[config.mk]
export PLATFORM = sky130hd
export DESIGN_NAME = ofr_top
export DESIGN_NICKNAME = d
export VERILOG_FILES = /design/src/ofr_pkg.sv /design/src/ofr_top.sv /design/src/ofr_seq.sv
export SDC_FILE = /design/constraint.sdc
export NUM_CORES = 1
export LEC_CHECK = 0
export ABC_AREA = 1
export BUFFER_PORTS_ARGS = -buffer_cell sky130_fd_sc_hd__buf_4
export CAP_MARGIN = 15
export CORE_UTILIZATION = 61
export DETAILED_ROUTE_END_ITERATION = 10
export GPL_ROUTABILITY_DRIVEN = 0
export HOLD_SLACK_MARGIN = 0.02
export MAX_ROUTING_LAYER = met4
export PLACE_DENSITY = 0.79
export SLEW_MARGIN = 20
export SYNTH_ARGS = -nofsm -noshare
export SYNTH_HDL_FRONTEND = slang
export SYNTH_SLANG_ARGS = --single-unit
[constraint.sdc]
create_clock -name clk -period 17.18 [get_ports clk]
set_input_delay 0.859 -clock clk [delete_from_list [all_inputs] [get_ports clk]]
set_output_delay 0.859 -clock clk [all_outputs]
set_load 0.01 [all_outputs]
[src/ofr_pkg.sv]
// Purpose: constants for output fault response control
// Assumes: command codes address the limit and response words
// Notes: limit words compared as raw signed values
package ofr_pkg;
    localparam logic [7:0]  CMD_CLR     = 8'h03;
    localparam logic [7:0]  CMD_UV_LIM  = 8'h44;
    localparam logic [7:0]  CMD_UV_RSP  = 8'h45;
    localparam logic [7:0]  CMD_OC_LIM  = 8'h46;
    localparam logic [7:0]  CMD_UC_LIM  = 8'h4B;
    localparam logic [7:0]  CMD_OT_LIM  = 8'h4F;
    localparam logic [7:0]  CMD_OT_RSP  = 8'h50;
    localparam logic [7:0]  CMD_OTW_LIM = 8'h51;
    localparam logic [7:0]  CMD_VCFG    = 8'hD0;
    localparam logic [7:0]  CMD_STAT    = 8'hE0;
    localparam logic [7:0]  RST_RSP     = 8'h80;
    localparam logic [15:0] RST_OC      = 16'hE200;
    localparam logic [15:0] RST_UC      = 16'hE600;
    localparam logic [15:0] RST_OT      = 16'hEBE8;
    localparam logic [15:0] RST_OTW     = 16'hEB70;
    localparam logic [15:0] RST_VCFG    = 16'h0001;
    localparam int          UV_NUM      = 17;
    localparam int          UV_DEN      = 20;
    localparam int          VCFG_CNT_HI = 3;
    localparam int          CLK_MHZ     = 20;
    localparam int ST_UV = 0, ST_OC = 1, ST_UC = 2;
    localparam int ST_OT = 3, ST_OTW = 4, ST_TEMP = 5;
    localparam int NFLT = 4;
    typedef enum logic [1:0] {
        RSP_IGNORE = 2'b00, RSP_DELAY = 2'b01,
        RSP_OFF    = 2'b10, RSP_HOLD  = 2'b11
    } ofr_rsp_e;
    typedef enum logic [2:0] {
        S_IDLE  = 3'b000, S_DELAY = 3'b001, S_OFF  = 3'b011,
        S_WAIT  = 3'b010, S_LATCH = 3'b110, S_HOLD = 3'b100
    } ofr_st_e;
endpackage

[src/ofr_top.sv]
// Purpose: fault limits, status and response for one output rail
// Assumes: samples and command strobes arrive on clk
// Notes: strap voltage is a pin and is synchronised
`timescale 1ns/100ps
`default_nettype none
module ofr_top
    import ofr_pkg::*;
#(
    parameter int          UV_UNIT_US = 1000,
    parameter int          OC_UNIT_US = 1000,
    parameter int          UC_UNIT_US = 1000,
    parameter int          OT_UNIT_US = 1000,
    parameter logic [7:0]  IC_RSP     = 8'h80
) (
    // clock and reset
    input  wire logic        clk,
    input  wire logic        nrst,
    // command port
    input  wire logic        cmd_valid,
    input  wire logic        cmd_write,
    input  wire logic [7:0]  cmd_code,
    input  wire logic [15:0] cmd_wdata,
    output logic      [15:0] cmd_rdata,
    // rail control
    input  wire logic [15:0] strap_vout,
    input  wire logic        enable_req,
    input  wire logic        ramping,
    output logic             out_en,
    // measurements
    input  wire logic [15:0] vout_meas,
    input  wire logic        isense_valid,
    input  wire logic        blank_done,
    input  wire logic [15:0] i_peak,
    input  wire logic [15:0] i_valley,
    input  wire logic [15:0] temp_meas,
    // status
    output logic             stat_uv,
    output logic             stat_oc,
    output logic             stat_uc,
    output logic             stat_ot,
    output logic             stat_otw,
    output logic             stat_temp,
    output logic             alert_n
);
    localparam int UV_CYC = UV_UNIT_US * CLK_MHZ;
    localparam int OC_CYC = OC_UNIT_US * CLK_MHZ;
    localparam int UC_CYC = UC_UNIT_US * CLK_MHZ;
    localparam int OT_CYC = OT_UNIT_US * CLK_MHZ;

    // reset release
    logic        rs1_r, rst_n;
    always_ff @(posedge clk or negedge nrst) begin
        if (!nrst) begin
            rs1_r <= 1'b0;
            rst_n <= 1'b0;
        end else begin
            rs1_r <= 1'b1;
            rst_n <= rs1_r;
        end
    end

    // strap synchroniser and one-shot capture
    logic [15:0] strap1_r, strap2_r;
    logic [1:0]  boot_r;
    logic        strap_ld;
    always_ff @(posedge clk or negedge rst_n) begin
        if (!rst_n) begin
            strap1_r <= 16'h0000;
            strap2_r <= 16'h0000;
        end else begin
            strap1_r <= strap_vout;
            strap2_r <= strap1_r;
        end
    end
    always_ff @(posedge clk or negedge rst_n) begin
        if (!rst_n) boot_r <= 2'h0;
        else if (boot_r != 2'h3) boot_r <= boot_r + 2'h1;
    end
    // wait until the second stage holds a real pin sample
    assign strap_ld = (boot_r == 2'h2);

    function automatic logic [15:0] uv_default(input logic [15:0] v);
        logic [20:0] p;
        p = 21'(v) * 21'(UV_NUM);
        return 16'(p / 21'(UV_DEN));
    endfunction

    function automatic logic over(input logic [15:0] a, input logic [15:0] b);
        return $signed(a) > $signed(b);
    endfunction

    // writable words
    logic [15:0] uv_lim_r, oc_lim_r, uc_lim_r, ot_lim_r, otw_lim_r, vcfg_r;
    logic [7:0]  uv_rsp_r, ot_rsp_r;
    logic        wr, rd, clr;
    assign wr  = cmd_valid & cmd_write;
    assign rd  = cmd_valid & ~cmd_write;
    assign clr = wr & (cmd_code == CMD_CLR);

    always_ff @(posedge clk or negedge rst_n) begin
        if (!rst_n) uv_lim_r <= 16'h0000;
        else if (strap_ld) uv_lim_r <= uv_default(strap2_r);
        else if (wr && cmd_code == CMD_UV_LIM) uv_lim_r <= cmd_wdata;
    end

    always_ff @(posedge clk or negedge rst_n) begin
        if (!rst_n) begin
            uv_rsp_r  <= RST_RSP;
            ot_rsp_r  <= RST_RSP;
            oc_lim_r  <= RST_OC;
            uc_lim_r  <= RST_UC;
            ot_lim_r  <= RST_OT;
            otw_lim_r <= RST_OTW;
            vcfg_r    <= RST_VCFG;
        end else if (wr) begin
            case (cmd_code)
                CMD_UV_RSP:  uv_rsp_r  <= cmd_wdata[7:0];
                CMD_OT_RSP:  ot_rsp_r  <= cmd_wdata[7:0];
                CMD_OC_LIM:  oc_lim_r  <= cmd_wdata;
                CMD_UC_LIM:  uc_lim_r  <= cmd_wdata;
                CMD_OT_LIM:  ot_lim_r  <= cmd_wdata;
                CMD_OTW_LIM: otw_lim_r <= cmd_wdata;
                CMD_VCFG:    vcfg_r    <= cmd_wdata;
                default:     vcfg_r    <= vcfg_r;
            endcase
        end
    end

    // undervoltage, blind while ramping or off
    logic uv_cond;
    assign uv_cond = enable_req & ~ramping & over(uv_lim_r, vout_meas);

    // consecutive-sample current filters
    logic [3:0] need;
    logic [3:0] oc_run_r, uc_run_r;
    logic       oc_cond, uc_cond, isamp;
    assign need  = vcfg_r[VCFG_CNT_HI:0];
    assign isamp = isense_valid & blank_done;

    function automatic logic [3:0] run_step(input logic [3:0] r,
                                            input logic hit);
        if (!hit) return 4'h0;
        return (r == 4'hF) ? r : r + 4'h1;
    endfunction

    always_ff @(posedge clk or negedge rst_n) begin
        if (!rst_n) begin
            oc_run_r <= 4'h0;
            uc_run_r <= 4'h0;
        end else if (isamp) begin
            oc_run_r <= run_step(oc_run_r, over(i_peak, oc_lim_r));
            uc_run_r <= run_step(uc_run_r, over(uc_lim_r, i_valley));
        end
    end
    // a count of zero is treated as one so a fault is still possible
    assign oc_cond = (oc_run_r != 4'h0) && (oc_run_r >= need);
    assign uc_cond = (uc_run_r != 4'h0) && (uc_run_r >= need);

    // overtemperature with warning-limit hysteresis
    logic ot_cond_r, otw_cond;
    assign otw_cond = over(temp_meas, otw_lim_r);
    always_ff @(posedge clk or negedge rst_n) begin
        if (!rst_n) ot_cond_r <= 1'b0;
        else if (over(temp_meas, ot_lim_r)) ot_cond_r <= 1'b1;
        else if (over(otw_lim_r, temp_meas)) ot_cond_r <= 1'b0;
    end

    // sticky status: a new fault beats a same-cycle clear
    logic [5:0] stat_r, stat_set;
    assign stat_set = {otw_cond, otw_cond, ot_cond_r, uc_cond, oc_cond, uv_cond};
    always_ff @(posedge clk or negedge rst_n) begin
        if (!rst_n) stat_r <= 6'h00;
        else stat_r <= stat_set | (clr ? 6'h00 : stat_r);
    end
    assign stat_uv   = stat_r[ST_UV];
    assign stat_oc   = stat_r[ST_OC];
    assign stat_uc   = stat_r[ST_UC];
    assign stat_ot   = stat_r[ST_OT];
    assign stat_otw  = stat_r[ST_OTW];
    assign stat_temp = stat_r[ST_TEMP];
    assign alert_n   = ~|stat_r;

    // per-fault response sequencers
    logic [NFLT-1:0] flt, off;
    logic [7:0]      rsp [NFLT];
    assign flt = {ot_cond_r, uc_cond, oc_cond, uv_cond};
    assign rsp[0] = uv_rsp_r;
    assign rsp[1] = IC_RSP;
    assign rsp[2] = IC_RSP;
    assign rsp[3] = ot_rsp_r;

    ofr_seq #(.UNIT_CYC(UV_CYC)) u_seq_uv (
        .clk   (clk),
        .rst_n (rst_n),
        .en    (enable_req),
        .clr   (clr),
        .fault (flt[0]),
        .rsp   (rsp[0]),
        .off   (off[0])
    );
    ofr_seq #(.UNIT_CYC(OC_CYC)) u_seq_oc (
        .clk   (clk),
        .rst_n (rst_n),
        .en    (enable_req),
        .clr   (clr),
        .fault (flt[1]),
        .rsp   (rsp[1]),
        .off   (off[1])
    );
    ofr_seq #(.UNIT_CYC(UC_CYC)) u_seq_uc (
        .clk   (clk),
        .rst_n (rst_n),
        .en    (enable_req),
        .clr   (clr),
        .fault (flt[2]),
        .rsp   (rsp[2]),
        .off   (off[2])
    );
    ofr_seq #(.UNIT_CYC(OT_CYC)) u_seq_ot (
        .clk   (clk),
        .rst_n (rst_n),
        .en    (enable_req),
        .clr   (clr),
        .fault (flt[3]),
        .rsp   (rsp[3]),
        .off   (off[3])
    );

    // any sequencer holding off wins, so one fault stops another's retries
    assign out_en = enable_req & ~|off;

    // read port
    always_ff @(posedge clk or negedge rst_n) begin
        if (!rst_n) cmd_rdata <= 16'h0000;
        else if (rd) begin
            case (cmd_code)
                CMD_UV_LIM:  cmd_rdata <= uv_lim_r;
                CMD_UV_RSP:  cmd_rdata <= {8'h00, uv_rsp_r};
                CMD_OC_LIM:  cmd_rdata <= oc_lim_r;
                CMD_UC_LIM:  cmd_rdata <= uc_lim_r;
                CMD_OT_LIM:  cmd_rdata <= ot_lim_r;
                CMD_OT_RSP:  cmd_rdata <= {8'h00, ot_rsp_r};
                CMD_OTW_LIM: cmd_rdata <= otw_lim_r;
                CMD_VCFG:    cmd_rdata <= vcfg_r;
                CMD_STAT:    cmd_rdata <= {6'h00, off, stat_r};
                default:     cmd_rdata <= 16'h0000;
            endcase
        end
    end
endmodule // ofr_top
`default_nettype wire

[src/ofr_seq.sv]
// Purpose: one fault's delay, disable and retry sequencer
// Assumes: fault is a level on the clk domain
// Notes: prescaler runs free, so the first unit may be short
`timescale 1ns/100ps
`default_nettype none
module ofr_seq
    import ofr_pkg::*;
#(
    parameter int UNIT_CYC = 20000
) (
    // clock and reset
    input  wire logic       clk,
    input  wire logic       rst_n,
    // control
    input  wire logic       en,
    input  wire logic       clr,
    input  wire logic       fault,
    input  wire logic [7:0] rsp,
    // result
    output logic            off
);
    localparam int PW = $clog2(UNIT_CYC + 1);
    localparam logic [PW-1:0] PTOP = PW'(UNIT_CYC - 1);
    ofr_st_e       st_r, st_nxt;
    logic [PW-1:0] pre_r;
    logic [2:0]    tmr_r;
    logic [2:0]    try_r;
    logic          armed_r;
    logic          tick, expire, stop;
    ofr_rsp_e      code;
    assign code   = ofr_rsp_e'(rsp[7:6]);
    assign stop   = clr | ~en;
    assign tick   = (pre_r == '0);
    assign expire = tick & (tmr_r == 3'h0);

    always_ff @(posedge clk or negedge rst_n) begin
        if (!rst_n) pre_r <= PTOP;
        else pre_r <= tick ? PTOP : pre_r - 1'b1;
    end

    always_comb begin
        st_nxt = st_r;
        case (st_r)
            S_IDLE: begin
                if (!stop && fault) begin
                    case (code)
                        RSP_DELAY: st_nxt = S_DELAY;
                        RSP_OFF:   st_nxt = S_OFF;
                        RSP_HOLD:  st_nxt = S_HOLD;
                        default:   st_nxt = S_IDLE;
                    endcase
                end
            end
            S_DELAY: begin
                if (stop || !fault) st_nxt = S_IDLE;
                else if (expire) st_nxt = S_OFF;
            end
            S_OFF: begin
                if (stop) st_nxt = S_IDLE;
                else if (try_r == 3'h0) st_nxt = S_LATCH;
                else st_nxt = S_WAIT;
            end
            S_WAIT: begin
                if (stop || expire) st_nxt = S_IDLE;
            end
            S_HOLD:  if (stop || !fault) st_nxt = S_IDLE;
            S_LATCH: if (stop) st_nxt = S_IDLE;
            default: st_nxt = S_IDLE;
        endcase
    end

    always_ff @(posedge clk or negedge rst_n) begin
        if (!rst_n) st_r <= S_IDLE;
        else st_r <= st_nxt;
    end

    // delay count reloads on each entry to a timed state
    always_ff @(posedge clk or negedge rst_n) begin
        if (!rst_n) tmr_r <= 3'h0;
        else if ((st_nxt == S_DELAY || st_nxt == S_WAIT) && st_nxt != st_r)
            tmr_r <= rsp[2:0];
        else if (tick && tmr_r != 3'h0) tmr_r <= tmr_r - 3'h1;
    end

    // retries survive restarts until the fault episode is stopped
    always_ff @(posedge clk or negedge rst_n) begin
        if (!rst_n) begin
            try_r   <= 3'h0;
            armed_r <= 1'b0;
        end else if (stop) begin
            armed_r <= 1'b0;
        end else if (st_r == S_IDLE && fault && !armed_r) begin
            try_r   <= rsp[5:3];
        end else if (st_r == S_WAIT && expire) begin
            armed_r <= 1'b1;
            if (rsp[5:3] != 3'h7) try_r <= try_r - 3'h1;
        end
    end

    assign off = (st_r == S_OFF) | (st_r == S_WAIT) |
                 (st_r == S_HOLD) | (st_r == S_LATCH);
endmodule // ofr_seq
`default_nettype wire

# --- Word-level counts from Yosys, hierarchy flattened ---
# Cells that the tools add are included.
word_totals:
  regBits: 279
  inputBits: 112
  out_inout_bits: 24
  elab_cells: 347
classes:
  add_sub_neg: 15
  multipliers: 1
  div_mod_pow: 1
  order_cmp: 8
  eq_ne: 60
  muxes: 88
  n_bitwise: 29
  reduce_logical: 107
op_table:
  columns: ["operator", "count"]
  rows:
  - ["$mux W3", 50]
  - ["$pmux W16 S9", 1]
  - ["$gt A16 B16 Y1", 6]
  - ["$pmux W3 S6", 4]
  - ["$logic_not A15 Y1", 4]
  - ["$mux W15", 4]
  - ["$sub A15 B1 Y15 const B", 4]
  - ["$eq A8 B7 Y1 const B", 7]
  - ["$eq A3 B2 Y1 const B", 12]
  - ["$logic_not A3 Y1", 12]
  - ["$mux W16", 2]
  - ["$reduce_bool A2 Y1", 16]
  - ["$reduce_and A2 Y1", 15]
  - ["$logic_and A1 B1 Y1", 27]
  - ["$eq A3 B1 Y1 const B", 8]
  - ["$eq A3 B3 Y1 const B", 8]
  - ["$mux W4", 6]
  - ["$sub A3 B1 Y3 const B", 8]
  - ["$div A21 B5 Y21 const B", 1]
  - ["$mul A16 B5 Y21 const B", 1]
  - ["$mux W1", 18]
  - ["$pmux W3 S3", 2]
  - ["$eq A8 B8 Y1 const B", 2]
  - ["$or A1 B1 Y1", 13]
  - ["22 further kinds", 78]

# --- Logic depth before layout (Yosys ltp) ---
logic_depth:
  word_depth: 11
  ltp_mapped: 85
  depth_no_buf: 85

# --- Hierarchy ---
# Synthesis repeated with hierarchy kept, for this count alone.
unflattened:
  cells_unflattened: 2289
  area_unflattened_um2: 17989.8
by_module_without_submodules:
  columns: ["module", "n_inst", "cells_per_inst", "area_per_inst_um2", "seq_area_each_um2"]
  rows:
  - ["ofr_top", 1, 1514, 11757.5, 4518.1]
  - ["ofr_seq at u_seq_oc ...", 3, 193, 1556.5, 636.9]
  - ["ofr_seq at u_seq_uv", 1, 196, 1562.7, 636.9]

# --- Worst setup path after synthesis ---
# No wires, ideal clock.
synth_path:
  path_type: "reg-to-reg"
  start: "reg strap2_r[1]"
  end: "reg uv_lim_r[0]"
  setup_ns: 0.121
  t_arrival_ns: 6.685
  required_ns: 17.059
  slack_ns: 10.374
  path_stages_with_launch: 76
  path_buffers: 0
  cell_sequence: "dfrtp_1 -> ha_1 -> ha_1 -> fa_1 -> nand2_1 -> nand2_1 -> nand3_1 -> nand2_1 -> nand2_1 -> nand3_1 -> nand3_1 -> nand3_2 -> nand2_4 -> nand2_4 -> nand2_1 -> nand3_1 -> nand2_2 -> nand2_2 -> [... 40 more ...] -> nand2_1 -> nand3_1 -> nand2_2 -> nand2_2 -> nand2_4 -> nand2_2 -> nand2_2 -> nand2_1 -> nand2_1 -> nand3_1 -> nand2_1 -> nand2_1 -> a21oi_1 -> nor2_1 -> nor2_1 -> nand2_1 -> nor2_1 -> nor2_1"
synth_via:
  elab_chain_len: 3
synth_lines:
  columns: ["element", "line_no", "source"]
  rows:
  - ["start, declared", "ofr_top.sv:63", "logic [15:0] strap1_r, strap2_r;"]
  - ["start signal, assigned", "ofr_top.sv:72", "strap2_r <= strap1_r;"]
  - ["$mul A16 B5 Y21", "ofr_top.sv:84", "p = 21'(v) * 21'(UV_NUM);"]
  - ["$div A21 B5 Y21", "ofr_top.sv:85", "return 16'(p / 21'(UV_DEN));"]
  - ["$mux W16", "ofr_top.sv:102", "else if (strap_ld) uv_lim_r <= uv_default(strap2_r);"]
  - ["end signal, assigned", "ofr_top.sv:102", null]
  - ["end signal, assigned", "ofr_top.sv:103", "else if (wr && cmd_code == CMD_UV_LIM) uv_lim_r <= cmd_wdata;"]
  - ["end, declared", "ofr_top.sv:93", "logic [15:0] uv_lim_r, oc_lim_r, uc_lim_r, ot_lim_r, otw_lim_r, vcfg_r;"]
# No other way between the ends.
# A chain may end at the register's enable or synchronous reset.

# --- Worst setup path in the final report ---
# Ends and elaborated chain as after synthesis.

==> flow_summary.ini <==
[status]
status = finished, final reports clean

[grt]
track_usage_pct = 31.4
overflow = 0
antenna_found_initial = 0
grt_pass1_vias = 14751
grt_first_pass_wirelength_mm = 70.4
grt_max_degree = 79

[timing]
postLayoutSetupSlackWorst_ps = 9260
fin_tns_setup_ps = 0
hold_viol = 0
worst_pin_slew_ps = 1090
finClkSkew_ps = 8.89
hold_slack_ps = 73.8
slew_violations = 0
min_period_ps = 7920
min_period_over_period_pct = 46.1
rsz0062_at_grt = no
max_freq_mhz = 126
finalSetupViolCount = 0
slew_headroom_pct = 26.8

[logic_synthesis]
synth_warnings = 0
synth.avg_cell_area_um2 = 7.87
synth_ff_type = dfrtp_1
synth_cells = 2171
yosysSeqAreaShare_pct = 41.4
synth_cell_types = 57
synth_edf_count = 0
syn_area_um2 = 17100
synth_nets = 2426
ys_seq_elements = 279
async_reset_ff_share_pct = 100

[critical_path]
cpLargestDelayFamily = simple AND/OR/NAND/NOR gates
path_max_fanout = 6
cp-end-kind = register
critPathLaunchType = register
timing.rr.start = strap2_r[1]
cp-startpoint = strap2_r[1]
path_buf_inv = 1
arrival_ps = 8350
worstSetupPathType = register to register
cp_slowest_cell = fa_1
slowest_delay_ps = 400
cp.required_ps = 17610

[power_and_ir_drop]
leakage_nw = 9.68
peakVddDrop_uv = 357
power.total_mw = 3.93
power_density_nw_per_um2 = 201

[clock_tree]
cts_buffers = 30
cts.sinks = 279
ctsHoldBuffers = 0
root_buffer = clkbuf_16
cts.repair.resized = 0
clock_path_buffers = 3
htreeDepth = 1
cts_tree = yes
post_cts_buffers = 0
clock_latency_ps = 560
path_clk_slew_ps = 60

[die]
rows = 60
dieArea_um2 = 28700
die_w_um = 169
core_area_um2 = 27200
initial_core_util_pct = 62.9
ios = 136
die_h_um = 169

[final_layout]
syn_to_final_growth_pct = 14.5
layout-drive-gt1-share_pct = 14.4
design_area_um2 = 19600
diodes = 0
fin_nets = 2572

[placed_design]
dpl.hpwl_mm = 32.6
place_area_um2 = 18500
place_ws_ps = 9350
port-buffer-count = 135

[routing]
routed_wl_mm = 42.7
drc = 0
vias_per_cell = 5.65
drt_first_pass_iters = 6
wl_per_cell_um = 15.7
vias = 15324
drt_iter0_drc = 1086
drtAntennaViolNets = 0

[min_path]
hold_class = input port to async pin

[job]
maxCapViolCount = 0
Yosys cell counts, types with 11 or more instances:
cell	number	area, um2
dfrtp_1	212	5310
o221ai_1	19	166
inv_1	356	1340
a21oi_1	76	380
nor4_1	15	93.8
dfstp_2	67	1760
nand4_1	24	150
ha_1	142	1780
nor3_1	31	155
o21ai_0	162	811
nand2_1	499	1870
nand2_2	35	219
a221oi_1	21	184
xor2_1	27	236
nor2_1	162	608
a211oi_1	12	90.1
clkbuf_1	31	116
xnor2_1	25	219
inv_2	11	41.3
o211ai_1	17	128
nand3_1	120	601
per-layer routing:
layer / up-vias / share of wire (%) / routed length, um / global-route usage (%)
li1: 7398 / - / - / -
met1: 7236 / 41 / 17600 / 39.1
met2: 583 / 48 / 20600 / 52.4
met3: 107 / 6.5 / 2780 / 3.87
met4: 0 / 3.8 / 1630 / 11.8
met5: - / 0 / 0 / -
report_power, final:
part / internal (mW) / total, mW / leakage (nW) / switching (mW)
registers: 0.713 / 0.756 / 3.37 / 0.0427
clock network: 0.398 / 0.663 / 0.507 / 0.265
logic: 0.821 / 2.52 / 5.81 / 1.70
total: 1.93 / 3.93 / 9.68 / 2.00
sequential cells by signal, summed over array words and instances, names as in the netlist, 4 cells and up:
name,count
cmd_rdata,16
oc_lim_r,16
ot_lim_r,16
otw_lim_r,16
strap1_r,16
strap2_r,16
uc_lim_r,16
uv_lim_r,16
vcfg_r,16
u_seq_oc.pre_r,15
u_seq_ot.pre_r,15
u_seq_uc.pre_r,15
u_seq_uv.pre_r,15
ot_rsp_r,8
uv_rsp_r,8
stat_r,6
oc_run_r,4
uc_run_r,4
worst paths after layout:
| kind | to | slack (ps) | depth (start not counted) |
|---|---|---|---|
| worst max register to register | uv_lim_r[0] | 9260 | 73 |
| worst min register to register | strap2_r[13] | 350 | 0 |
| min in group clk | strap2_r[13] | 350 | 0 |
| worst min-delay path | rst_n | 70 | 1 |
| worst max-delay path | uv_lim_r[0] | 9260 | 73 |
| max in group asynchronous | oc_lim_r[12] | 14200 | 2 |
cells in the final DEF, fill, tap and decap left out, types with 5 or more instances in the layout:
| master | instances |
|---|---|
| nor3_1 | 31 |
| inv_1 | 356 |
| inv_2 | 11 |
| clkinv_2 | 6 |
| nor4_1 | 14 |
| ha_1 | 142 |
| a21oi_1 | 76 |
| and3_1 | 5 |
| o22ai_1 | 6 |
| nand4_1 | 24 |
| nand3b_1 | 7 |
| dfrtp_1 | 211 |
| o2111ai_1 | 5 |
| o21ai_0 | 162 |
| a211oi_1 | 12 |
| clkinv_1 | 6 |
| xnor2_1 | 25 |
| o221ai_1 | 19 |
| nand3_1 | 120 |
| nand2_1 | 499 |
| o21ai_1 | 6 |
| buf_4 | 145 |
| nand2_2 | 35 |
| dfstp_2 | 67 |
| clkbuf_1 | 7 |
| o211ai_1 | 17 |
| clkbuf_8 | 9 |
| o21a_1 | 6 |
| a22o_1 | 8 |
| a221oi_1 | 21 |
| nor2_1 | 162 |
| clkbuf_16 | 31 |
| xor2_1 | 27 |
| nand3_2 | 8 |
| or2_2 | 9 |
kinds of logic after synthesis:
| group | share of synthesized area [%] |
|---|---|
| AO/OA/AOI/OAI | 12.9 |
| XOR/XNOR | 2.67 |
| adder cells (fa/ha/maj) | 10.5 |
| buffers and inverters | 8.91 |
| flip-flops | 41.4 |
| multiplexers | 0.183 |
| other | 0.0220 |
| AND/OR/NAND/NOR | 23.5 |
area by class of cell:
class,instances,area (um2)
sequential,279,7070
clock buffer,47,926
tap,372,465
clock inverter,9,101
fill,2155,7620
timing repair buffer,145,1090
inverter,374,1410
multi-input combinational,1487,8500
per-stage QoR:
step / std cells / utilization [%]
5_1_grt: 2713 / 72.0
3_3_place_gp: 2657 / 68.2
6_report: 2713 / 72.0
3_5_place_dp: 2657 / 68.2
2_1_floorplan: 2171 / -
4_1_cts: 2713 / 72.0
Note: power is estimated with default switching activity, not from simulation.
